$ cat config.mk
export PLATFORM = sky130hd
export DESIGN_NAME = mcuorg_core
export DESIGN_NICKNAME = d
export VERILOG_FILES = /design/src/shared/mcuorg_pkg.sv /design/src/logic/mcuorg_core.sv /design/src/logic/mcuorg_stack.sv
export SDC_FILE = /design/constraint.sdc
export NUM_CORES = 1
export LEC_CHECK = 0
export BUFFER_PORTS_ARGS = -buffer_cell sky130_fd_sc_hd__buf_2
export CAP_MARGIN = 0
export CELL_PAD_IN_SITES_DETAIL_PLACEMENT = 1
export CELL_PAD_IN_SITES_GLOBAL_PLACEMENT = 1
export CORE_AREA = 5 5 242 244
export CTS_CLUSTER_SIZE = 10
export DETAILED_ROUTE_END_ITERATION = 6
export DIE_AREA = 0 0 247 249
export HOLD_SLACK_MARGIN = 0.05
export PLACE_DENSITY = 0.77
export REMOVE_ABC_BUFFERS = 1
export SYNTH_ARGS = -nofsm -noshare
export SYNTH_HDL_FRONTEND = slang
export SYNTH_SLANG_ARGS = --single-unit
$ cat constraint.sdc
create_clock -name clk -period 4.2 [get_ports clk]
set_clock_uncertainty 0.2 [all_clocks]
set_input_delay 0 -clock clk [delete_from_list [all_inputs] [get_ports clk]]
set_output_delay 0 -clock clk [all_outputs]
set_load 0.03 [all_outputs]
$ cat src/shared/mcuorg_pkg.sv
// Purpose: Shared constants and types for the memory-space organisation block.
// Assumes: 8-bit data space, 12-bit program space, one 200 MHz clock.
// Notes: Data-space decode boundaries live here so core and bench agree.
`default_nettype none

package mcuorg_pkg;

    localparam int PC_W = 12;
    localparam int STACK_LEVELS = 6;
    localparam int WSEL_W = 6;
    localparam int WIN_OFS_W = 6;
    localparam int RAM_BYTES = 64;

    // Program space
    localparam logic [11:0] PM_LAST = 12'hFFF;
    localparam logic [11:0] RESET_VEC_ADDR = 12'hFFE;
    localparam logic [11:0] TEST_BASE = 12'hF80;
    localparam logic [11:0] TEST_LAST = 12'hF9F;

    // Data space
    localparam logic [7:0] WIN_BASE = 8'h40;
    localparam logic [7:0] WIN_LAST = 8'h7F;
    localparam logic [7:0] XYVW_BASE = 8'h80;
    localparam logic [7:0] XYVW_LAST = 8'h83;
    localparam logic [7:0] RAM_BASE = 8'h84;
    localparam logic [7:0] RAM_LAST = 8'hC3;
    localparam logic [7:0] PERIPH_BASE = 8'hC0;
    localparam logic [7:0] PERIPH_LAST = 8'hFE;
    localparam logic [7:0] IOR_ADDR = 8'hC8;
    localparam logic [7:0] WSEL_ADDR = 8'hC9;
    localparam logic [7:0] ACC_ADDR = 8'hFF;

    // Values after reset, and the full stack depth
    localparam logic [7:0] RD_ZERO = 8'h00;
    localparam logic [2:0] DEPTH_EMPTY = 3'h0;
    localparam logic [2:0] DEPTH_FULL = 3'h6;

    // Program-memory read latency from request to answer, in cycles
    localparam int PM_LAT = 2;

    // Variant: 1 when the array can be fully erased
    localparam logic ERASABLE = 1'b1;

    typedef enum logic [1:0] {
        MCUORG_PEND_NONE,
        MCUORG_PEND_FETCH,
        MCUORG_PEND_DATA,
        MCUORG_PEND_EXT
    } mcuorg_pend_e;

endpackage : mcuorg_pkg

`default_nettype wire

$ cat src/logic/mcuorg_core.sv
// Purpose: Program, data and stack space organisation between CPU core and program array.
// Assumes: Array answers pm_rdata the cycle after pm_rd; core stalls on fetch_grant low.
// Notes: Every read answers two cycles after its request, whatever space it hits.
//
// Function
// - Program, data, stack spaces never alias.
// - Six nested levels for calls and interrupts.
// - Twelve-bit program counter addresses 4K bytes.
// - Program space holds code, operands, test, vectors.
// - Protection refuses every external array read.
// - Protection clears with full erase, or at reset with rop_option low.
// - Constants read from the program array itself.
// - 64-byte window of array inside data.
// - Data space decodes RAM, CPU, peripheral registers.
// - High programming pin at reset enters programming.
// - Each stack level holds twelve bits.
// - Window at 40h-7Fh over whole array.
// - Write-only window select, bits 5:0 used.
`default_nettype none

module mcuorg_core
    import mcuorg_pkg::*;
(
    input wire logic clk,
    input wire logic rst,
    input wire logic vpp_high,
    input wire logic rop_option,
    input wire logic pc_inc,
    input wire logic pc_jump,
    input wire logic pc_call,
    input wire logic pc_ret,
    input wire logic irq_enter,
    input wire logic [mcuorg_pkg::PC_W-1:0] pc_target,
    output logic [mcuorg_pkg::PC_W-1:0] program_counter,
    output logic [2:0] stack_depth,
    input wire logic fetch_req,
    output logic fetch_grant,
    output logic [7:0] fetch_data,
    output logic fetch_valid,
    input wire logic [7:0] data_addr,
    input wire logic data_rd,
    input wire logic data_wr,
    input wire logic [7:0] data_wdata,
    output logic [7:0] data_rdata,
    output logic data_rvalid,
    output logic periph_sel,
    output logic periph_wr,
    output logic [7:0] periph_addr,
    output logic [7:0] periph_wdata,
    input wire logic [7:0] periph_rdata,
    output logic [7:0] ior_value,
    input wire logic ext_rd,
    input wire logic [mcuorg_pkg::PC_W-1:0] ext_addr,
    input wire logic ext_erase,
    input wire logic ext_protect_set,
    output logic [7:0] ext_rdata,
    output logic ext_rvalid,
    output logic ext_refused,
    output logic [mcuorg_pkg::PC_W-1:0] pm_addr,
    output logic pm_rd,
    input wire logic [7:0] pm_rdata,
    output logic pm_erase,
    output logic prog_mode,
    output logic read_protected
);
    import mcuorg_pkg::*;

    typedef struct packed {
        logic [PC_W-1:0] pc;
        logic [WSEL_W-1:0] wsel;
        logic [7:0] acc;
        logic [3:0][7:0] xyvw;
        logic [RAM_BYTES-1:0][7:0] ram;
        logic [7:0] ior;
        logic prog;
        logic protect;
        mcuorg_pend_e pend;
        logic pend_win;
        logic [7:0] stage;
        logic [7:0] data_rdata;
        logic data_rvalid;
        logic [7:0] fetch_data;
        logic fetch_valid;
        logic [7:0] ext_rdata;
        logic ext_rvalid;
        logic ext_refused;
        logic refuse_pend;
        logic pm_erase;
    } mcuorg_state_s;

    mcuorg_state_s s_q;
    mcuorg_state_s s_d;

    logic run;
    logic in_win;
    logic in_xyvw;
    logic in_ram;
    logic in_periph;
    logic win_rd;
    logic ext_ok;
    logic ext_bad;
    logic push;
    logic pop;
    logic [PC_W-1:0] stack_top;
    logic [7:0] reg_rd;
    logic [5:0] ram_idx;

    assign run = !s_q.prog;

    // Data-space decode; stack has no data address at all
    assign in_win = data_addr >= WIN_BASE && data_addr <= WIN_LAST;
    assign in_xyvw = data_addr >= XYVW_BASE && data_addr <= XYVW_LAST;
    assign in_ram = data_addr >= RAM_BASE && data_addr <= RAM_LAST;
    assign in_periph = data_addr >= PERIPH_BASE && data_addr <= PERIPH_LAST
        && data_addr != IOR_ADDR && data_addr != WSEL_ADDR && !in_ram;
    assign ram_idx = 6'(data_addr - RAM_BASE);

    // Window reads go to the array, never to separate storage
    assign win_rd = run && data_rd && in_win;

    // External reads: programming mode only, refused when protected
    assign ext_bad = s_q.protect || (ext_addr >= TEST_BASE && ext_addr <= TEST_LAST);
    assign ext_ok = s_q.prog && ext_rd && !ext_bad;

    // Protection plays no part in the core's own paths
    // Any data read owns the answer slot, so a fetch waits a cycle
    assign fetch_grant = run && fetch_req && !data_rd;
    assign pm_rd = win_rd || fetch_grant || ext_ok;

    always_comb begin
        if (win_rd) begin
            pm_addr = {s_q.wsel, data_addr[WIN_OFS_W-1:0]};
        end else if (ext_ok) begin
            pm_addr = ext_addr;
        end else begin
            pm_addr = s_q.pc;
        end
    end

    // Peripheral registers sit outside; strobes pass straight through
    assign periph_sel = run && (data_rd || data_wr) && in_periph;
    assign periph_wr = run && data_wr && in_periph;
    assign periph_addr = data_addr;
    assign periph_wdata = data_wdata;

    // Stack pushes for both calls and interrupt entries
    assign push = run && (irq_enter || pc_call);
    assign pop = run && !push && !pc_jump && pc_ret;

    mcuorg_stack u_stack (
        .clk(clk),
        .rst(rst),
        .push(push),
        .pop(pop),
        .push_addr(s_q.pc),
        .top(stack_top),
        .depth(stack_depth)
    );

    // Readable data-space locations; write-only and reserved read as zero
    always_comb begin
        reg_rd = RD_ZERO;
        if (in_ram) begin
            reg_rd = s_q.ram[ram_idx];
        end else if (in_xyvw) begin
            reg_rd = s_q.xyvw[data_addr[1:0]];
        end else if (data_addr == ACC_ADDR) begin
            reg_rd = s_q.acc;
        end else if (in_periph) begin
            reg_rd = periph_rdata;
        end
    end

    always_comb begin
        s_d = s_q;
        s_d.data_rvalid = 1'b0;
        s_d.fetch_valid = 1'b0;
        s_d.ext_rvalid = 1'b0;
        s_d.ext_refused = s_q.refuse_pend;
        s_d.refuse_pend = 1'b0;
        s_d.pm_erase = 1'b0;
        s_d.pend_win = 1'b0;

        // Second stage: hand the answer back to its requester
        unique case (s_q.pend)
            MCUORG_PEND_FETCH: begin
                s_d.fetch_data = pm_rdata;
                s_d.fetch_valid = 1'b1;
            end
            MCUORG_PEND_DATA: begin
                s_d.data_rdata = s_q.pend_win ? pm_rdata : s_q.stage;
                s_d.data_rvalid = 1'b1;
            end
            MCUORG_PEND_EXT: begin
                s_d.ext_rdata = pm_rdata;
                s_d.ext_rvalid = 1'b1;
            end
            MCUORG_PEND_NONE: begin
            end
        endcase

        // First stage
        s_d.pend = MCUORG_PEND_NONE;
        if (win_rd) begin
            s_d.pend = MCUORG_PEND_DATA;
            s_d.pend_win = 1'b1;
        end else if (run && data_rd) begin
            // Register reads are delayed to match window latency
            s_d.pend = MCUORG_PEND_DATA;
            s_d.stage = reg_rd;
        end
        if (fetch_grant) begin
            s_d.pend = MCUORG_PEND_FETCH;
        end else if (ext_ok) begin
            s_d.pend = MCUORG_PEND_EXT;
        end
        if (s_q.prog && ext_rd && ext_bad) begin
            s_d.refuse_pend = 1'b1;
        end

        // Data writes; window is read-only, so writes there vanish
        if (run && data_wr) begin
            if (in_ram) begin
                s_d.ram[ram_idx] = data_wdata;
            end else if (in_xyvw) begin
                s_d.xyvw[data_addr[1:0]] = data_wdata;
            end else if (data_addr == ACC_ADDR) begin
                s_d.acc = data_wdata;
            end else if (data_addr == IOR_ADDR) begin
                s_d.ior = data_wdata;
            end else if (data_addr == WSEL_ADDR) begin
                s_d.wsel = data_wdata[WSEL_W-1:0];
            end
        end

        // Program counter; wraps inside 4K
        if (run) begin
            if (irq_enter || pc_call || pc_jump) begin
                s_d.pc = pc_target;
            end else if (pc_ret) begin
                s_d.pc = stack_top;
            end else if (pc_inc) begin
                s_d.pc = s_q.pc + 12'h001;
            end
        end

        // Protection: set by option or programmer, cleared by erase or by reset with rop_option low
        if (s_q.prog && ext_protect_set) begin
            s_d.protect = 1'b1;
        end else if (ERASABLE && s_q.prog && ext_erase) begin
            s_d.protect = 1'b0;
            s_d.pm_erase = 1'b1;
        end

        // Mode and protection straps caught while reset is held
        if (rst) begin
            s_d.prog = vpp_high;
            s_d.protect = rop_option;
            s_d.pc = RESET_VEC_ADDR;
            s_d.pend = MCUORG_PEND_NONE;
            s_d.pend_win = 1'b0;
            s_d.data_rdata = RD_ZERO;
            s_d.data_rvalid = 1'b0;
            s_d.fetch_data = RD_ZERO;
            s_d.fetch_valid = 1'b0;
            s_d.ext_rdata = RD_ZERO;
            s_d.ext_rvalid = 1'b0;
            s_d.ext_refused = 1'b0;
            s_d.refuse_pend = 1'b0;
            s_d.pm_erase = 1'b0;
            s_d.ior = RD_ZERO;
            // Window select, RAM and CPU registers keep their value: undefined by design
        end
    end

    always_ff @(posedge clk) begin
        s_q <= s_d;
    end

    assign program_counter = s_q.pc;
    assign fetch_data = s_q.fetch_data;
    assign fetch_valid = s_q.fetch_valid;
    assign data_rdata = s_q.data_rdata;
    assign data_rvalid = s_q.data_rvalid;
    assign ext_rdata = s_q.ext_rdata;
    assign ext_rvalid = s_q.ext_rvalid;
    assign ext_refused = s_q.ext_refused;
    assign pm_erase = s_q.pm_erase;
    assign prog_mode = s_q.prog;
    assign read_protected = s_q.protect;
    assign ior_value = s_q.ior;
endmodule : mcuorg_core

`default_nettype wire

$ cat src/logic/mcuorg_stack.sv
// Purpose: Six-level hardware return stack, separate from data space.
// Assumes: At most one of push or pop per cycle; push wins if both.
// Notes: Push on a full stack drops the deepest level, as the hardware does.
`default_nettype none

module mcuorg_stack
    import mcuorg_pkg::*;
(
    input wire logic clk,
    input wire logic rst,
    input wire logic push,
    input wire logic pop,
    input wire logic [mcuorg_pkg::PC_W-1:0] push_addr,
    output logic [mcuorg_pkg::PC_W-1:0] top,
    output logic [2:0] depth
);
    import mcuorg_pkg::*;

    typedef struct packed {
        logic [STACK_LEVELS-1:0][PC_W-1:0] levels;
        logic [2:0] depth;
    } mcuorg_stk_s;

    mcuorg_stk_s st_q;
    mcuorg_stk_s st_d;
    logic [PC_W-1:0] lvl_n [STACK_LEVELS];

    // Shift register: each level takes its neighbour
    for (genvar i = 0; i < STACK_LEVELS; i++) begin : g_lvl
        if (i == 0) begin : g_top
            assign lvl_n[i] = push ? push_addr : (pop ? st_q.levels[1] : st_q.levels[0]);
        end else if (i == STACK_LEVELS - 1) begin : g_bot
            assign lvl_n[i] = push ? st_q.levels[i-1] : st_q.levels[i];
        end else begin : g_mid
            assign lvl_n[i] = push ? st_q.levels[i-1] : (pop ? st_q.levels[i+1] : st_q.levels[i]);
        end
    end

    always_comb begin
        st_d = st_q;
        for (int i = 0; i < STACK_LEVELS; i++) begin
            st_d.levels[i] = lvl_n[i];
        end
        if (rst) begin
            st_d.depth = DEPTH_EMPTY;
        end else if (push) begin
            // Full stack stays full; deepest entry is lost
            if (st_q.depth != DEPTH_FULL) begin
                st_d.depth = st_q.depth + 3'h1;
            end
        end else if (pop && st_q.depth != DEPTH_EMPTY) begin
            st_d.depth = st_q.depth - 3'h1;
        end
    end

    always_ff @(posedge clk) begin
        st_q <= st_d;
    end

    assign top = st_q.levels[0];
    assign depth = st_q.depth;
endmodule : mcuorg_stack

`default_nettype wire

==> summary.md, run 1 <==
| Metric | Value |
|---|---|
| Status | `finished clean` |
| H-tree Lvls | `3` |
| Ys async rst share | `0%` |
| Worst Hold Class | `in2reg` |
| Slew headroom | `25.3%` |
| EDFF count, synth | `640` |
| Die area | `61500 sq um` |
| Worst-Margin Slew | `1.12 ns` |
| Area of the core | `56100 sq um` |
| WP data arrival | `3.80 ns` |
| Number of setup buffers added after CTS | `0` |
| Die Ht | `249 microns` |
| R2R setup slack | `0.77 ns` |
| Placed insts | `2660` |
| Sequential cell area fraction in the yosys report | `70.3%` |
| CP endpoint kind | `flip-flop` |
| Antenna Violating Nets Remaining | `0` |
| Mean Syn Cell Area | `15.3 sq um` |
| Pleak | `11.5 nW` |
| Initial drt markers | `1935` |
| Row count | `87` |
| CTS max path bufs | `3` |
| First-pass GRT wire length | `129000 microns` |
| Final min period | `3.62 ns` |
| Vias/cell | `6.34` |
| Global Route Usage Sum | `27.9%` |
| Number of max-cap violations | `0` |
| Drt total wl | `87200 microns` |
| GPL Wtd Cong | `0.885` |
| Hold Slack | `0.0864 ns` |
| DPL Wire Length | `51300 microns` |
| GR Overflow Total | `0` |
| Initial Utilization | `51.6%` |
| Setup_tns | `0 ns` |
| CP required | `4.38 ns` |
| Ys flop type | `edfxtp_1` |
| F_max | `276 MHz` |
| Final setup viols | `0` |
| Warnings from Yosys | `0` |
| Post-route cell area | `33400 sq um` |
| Synth Register Bits | `696` |
| CTS buffer count | `80` |
| Worst setup path class | `in2reg` |
| Mapped Area | `28900 sq um` |
| Finished Layout Cells | `2902` |
| Final hold viol count | `0` |
| Total iterations of the first detailed-routing run | `6` |
| Vias post-DR | `18400` |
| Cell Area, Placed | `29900 sq um` |
| # hold bufs at CTS | `118` |
| Power per cell area | `465 nW/um^2` |
| RSZ-0062 raised after global routing | `no` |
| Largest net degree at the start of global routing | `71` |
| Final Net Count | `2182` |
| Clock tree from TritonCTS | `done` |
| WL/cell | `30.0 microns` |
| Final period util | `86.3%` |
| I/O Buffers | `156` |
| CTS clock-pin slew for the worst setup and hold paths | `0.07 ns` |
| Sinks on Clock Net | `696` |
| # DRC | `0` |
| Clock Latency Late Sink | `0.63 ns` |
| Crit path max fanout | `16` |
| Startpoint Class | `primary input` |
| Fillers | `5131` |
| Ant diodes | `0` |
| Cells after synthesis | `1887` |
| Clock tree root driver cell | `clkbuf_16` |
| Vias in the first global route | `19400` |
| Quantity of gates resized following cts | `0` |
| # IOs | `157` |
| Area grow syn2layout | `15.5%` |
| Layout cells sized above 1 | `20.7%` |
| Initial antenna violation count | `0` |
| Max rail drop VDD | `0.350 mV` |
| Post-synthesis cell type count | `92` |
| Max-slew violations | `0` |
| Die X | `247 microns` |
logic make-up after synthesis:
| family | Yosys count | synth area share (%) |
|---|---|---|
| AO/OA/AOI/OAI | 289 | 7.24 |
| XOR/XNOR | 6 | 0.182 |
| adder cells (fa/ha/maj) | 7 | 0.329 |
| buffers and inverters | 191 | 4.03 |
| flip-flops | 696 | 70.3 |
| multiplexers | 216 | 10.6 |
| AND/OR/NAND/NOR | 482 | 7.36 |
cells in the mapped netlist, drive strengths merged (9+ instances only):
cell type	count	area share (%)
nand3	18	0.33
nor3	16	0.35
o22ai	57	1.2
nand2	259	3.4
edfxtp	640	66
o22a	11	0.33
mux2	61	2.4
nand2b	12	0.26
clkbuf	45	0.58
a22o	19	0.57
nor2	118	1.5
dfxtp	56	3.9
buf	136	3.3
a211oi	19	0.58
a21oi	36	0.64
nor2b	13	0.31
o221ai	16	0.48
mux2i	89	3.1
o21ai	54	0.95
inv	9	0.12
a22oi	14	0.36
mux4	66	5.1
metal layers:
| metal | wire length [microns] | GRT usage, % |
|---|---|---|
| met1 | 34200 | 37.7 |
| met2 | 42500 | 46.1 |
| met3 | 7350 | 5.30 |
| met4 | 3180 | 9.13 |
| met5 | 0 | 0 |
final cells by class:
| type | instances | area, sq um | share of cell area [%] |
|---|---|---|---|
| clock buffer | 117 | 2200 | 6.60 |
| clock inverter | 7 | 111 | 0.333 |
| multi-input combinational | 1000 | 7460 | 22.3 |
| inverter | 10 | 37.5 | 0.112 |
| sequential | 696 | 20300 | 60.9 |
| timing repair buffer | 316 | 2320 | 6.94 |
| tap | 756 | 946 | 2.83 |
cells in the final DEF (no fill, tap or decap), types with 4 or more instances in the layout:
cell,count
nand3_1,17
and2_1,5
a22o_1,19
mux2_2,59
inv_1,7
mux4_2,66
buf_4,41
a21oi_1,35
nor2b_1,12
nor3_2,4
o21ai_0,44
a22oi_1,14
clkbuf_16,83
a221o_1,6
dlygate4sd3_1,118
o211ai_1,6
mux2i_1,89
nand2b_1,12
or3_1,7
o221ai_1,16
xor2_1,4
a211oi_1,17
o32ai_1,4
o22a_1,11
edfxtp_1,640
nor3_1,12
o21ai_1,9
nor4_1,7
a222oi_1,4
clkbuf_1,34
dfxtp_1,56
o22ai_1,57
ha_1,6
nand2_1,258
nor2_1,115
a2111oi_0,4
buf_2,153
flip-flops by register name (all words and copies together), names as in the netlist, 3 cells and up:
register	flops
s_q	570
fetch_data	8
ior_value	8
data_rdata	8
u_stack.top	12
ext_rdata	8
u_stack.depth	3
u_stack.st_q	60
program_counter	12
path summary, 6_finish.rpt:
check	startpoint	end	cells after the start
max	data_addr[3]	s_q[36]$_DFFE_PP_	9
min	data_addr[5]	s_q[604]$_DFFE_PP_	4
max reg2reg	program_counter[1]$_SDFFE_PP1P_	program_counter[10]$_SDFFE_PP1P_	9
min reg2reg	u_stack.st_q[51]$_DFFE_PP_	u_stack.st_q[63]$_DFFE_PP_	0
per-stage QoR:
stage          util (%)  power, mW  worst slack (ns)
2_1_floorplan         -       8.49             -1.07
3_3_place_gp       53.4       9.07             0.571
3_5_place_dp       53.4       9.11             0.388
4_1_cts            59.6       15.6             0.713
5_1_grt            59.6       16.0             0.490
6_report           59.6       15.5             0.575
critical path, cell delays in order:
cell and delay, ns:
buf_2 0.24, inv_1 0.12, ha_1 0.53, nor2_1 0.11, a41oi_2 0.82, o32ai_1 0.36, nor4_1 0.86, o21ai_1 0.13
dlygate4sd3_1 0.62
where the power goes:
part / switching (mW) / total (mW) / internal, mW
Sequential: 0.0934 / 7.80 / 7.71
Combinational: 0.887 / 1.34 / 0.451
Clock: 2.73 / 6.41 / 3.68
Note: power is estimated with default switching activity, not from simulation.
==> run 2, diff against run 1 <==
PLACE_DENSITY = 0.83   (was 0.77)
==> run 2 against run 1 <==
  * Non-clock buffer count increased by 44
  * Global-route usage increased by 2.7 points
  * Via count increased by 6.7%
  * Combinational power increased by 4%
  * Routed wire length increased by 10%
  * Die area unchanged
  * Final cell count increased by 1.5%
  * Sequential share of layout area decreased by 0.55 points
  * Fmax decreased by 12%
  * Worst setup slack got worse by 0.50 ns
  * Critical endpoint unchanged
==> summary.md, run 2 (synthesis results as in run 1) <==
| Metric | Value |
|---|---|
| Max incr delay on CP | `0.95 ns` |
| Largest reg by FF count | `s_q` |
| Initial drt markers | `2807` |
| Largest net degree at the start of global routing | `85` |
| Cell Chain, Critical Path | `buf_8 -> buf_4 -> nand2_1 -> o21ai_0 -> a22o_1 -> o32ai_1 -> nor4_1 -> o21ai_1 -> dlygate4sd3_1` |
| Sinks on Clock Net | `696` |
| Pleak | `11.7 nW` |
| Hold Slack | `0.0972 ns` |
| Final worst setup slack | `0.0739 ns` |
| Final Net Count | `2226` |
| # IOs | `157` |
| Final setup viols | `0` |
| CP endpoint kind | `flip-flop` |
| Place WS | `0.412 ns` |
| Number of setup buffers added after CTS | `0` |
| Global Route Usage Sum | `30.6%` |
| Biggest regs | `s_q x570, u_stack.st_q x60` |
| WP data arrival | `4.31 ns` |
| Vias post-DR | `19600` |
| Initial Utilization | `51.6%` |
| Cell Area, Placed | `30200 sq um` |
| Layout cells sized above 1 | `22.3%` |
| I/O Buffers | `156` |
| CTS buffer count | `80` |
| Power Total | `15.6 mW` |
| Area grow syn2layout | `16.5%` |
| WL/cell | `32.5 microns` |
| # DRC | `0` |
| Slowest cell on the critical path | `nor4_1` |
| Startpoint Class | `primary input` |
| Finished Layout Cells | `2946` |
| Initial antenna violation count | `4` |
| Quantity of gates resized following cts | `0` |
| Core Util, Final | `60.2%` |
| CP delay by family, top | `simple AND/OR/NAND/NOR gates` |
| CTS max path bufs | `3` |
| Final min period | `4.13 ns` |
| H-tree Lvls | `3` |
| Die Ht | `249 microns` |
| Vias in the first global route | `20600` |
| RSZ-0062 raised after global routing | `no` |
| Worst-Margin Slew | `1.32 ns` |
| Post-route cell area | `33700 sq um` |
| Worst setup path class | `in2reg` |
| DPL Wire Length | `52700 microns` |
| Clock Latency Late Sink | `0.63 ns` |
| F_max | `242 MHz` |
| Antenna Violating Nets Remaining | `0` |
| Crit path max fanout | `40` |
| Clock tree from TritonCTS | `done` |
| Slew headroom | `12.0%` |
| Area of the core | `56100 sq um` |
| Die X | `247 microns` |
| Setup_tns | `0 ns` |
| CTS clock-pin slew for the worst setup and hold paths | `0.06 ns` |
| Row count | `87` |
| Placed insts | `2705` |
| GPL Wtd Cong | `0.928` |
| First-pass GRT wire length | `141000 microns` |
| Max-slew violations | `0` |
| # hold bufs at CTS | `117` |
| Max rail drop VDD | `0.357 mV` |
| GR Overflow Total | `0` |
| Final period util | `98.2%` |
| Vias/cell | `6.66` |
| Number of max-cap violations | `0` |
| Worst path buffer plus inverter count | `3` |
| Most frequent cells in the layout | `edfxtp_1, nand2_1, buf_2, dlygate4sd3_1, nor2_1` |
| Final hold viol count | `0` |
| Max FFs per register | `570` |
| Worst Hold Class | `in2reg` |
| Clock tree root driver cell | `clkbuf_16` |
| Die area | `61500 sq um` |
| Total iterations of the first detailed-routing run | `5` |
| Leading cell type in the layout, fill and taps excluded | `edfxtp_1` |
| CP required | `4.38 ns` |
| Status | `finished clean` |
| Drt total wl | `95900 microns` |
| Power per cell area | `463 nW/um^2` |
run 2: path summary, 6_finish.rpt:
| kind | start | end | slack, ns | cells after the start |
|---|---|---|---|---|
| worst min register to register | u_stack.st_q[58]$_DFFE_PP_ | u_stack.st_q[70]$_DFFE_PP_ | 0.25 | 0 |
| worst max register to register | s_q[287]$_DFFE_PP_ | s_q[34]$_DFFE_PP_ | 0.45 | 7 |
| worst min-delay path | pm_rdata[6] | ext_rdata[6]$_SDFFE_PP0P_ | 0.1 | 4 |
| worst max-delay path | data_addr[0] | s_q[36]$_DFFE_PP_ | 0.07 | 9 |
run 2: layer usage:
metal  track usage (%)  part of all wire [%]  vias up
met3              7.30                    10      457
met5                 0                 0.024        -
met1              39.1                    35     9879
met4              15.7                   6.3        4
met2              49.2                    48     1585
li1                  -                     -     7708
run 2: final cells by class:
class	instances	area, sq um
clock buffers	116	2210
repair buffers	360	2640
clock inverters	6	91.3
multi-input cells	1000	7460
fillers	5121	22300
diodes	2	5.00
well taps	756	946
inverters	10	37.5
flip-flops and latches	696	20300
run 2: power by group:
part / switching, mW / internal, mW / total (mW)
sequential: 0.101 / 7.71 / 7.81
clock: 2.79 / 3.63 / 6.41
combinational: 0.939 / 0.448 / 1.39
total: 3.83 / 11.8 / 15.6
run 2: tightest hold or removal path, cell delays in order:
cell           delay [ns]
dlygate4sd3_1        0.54
buf_2                0.17
nand3_1              0.07
a21oi_1              0.07
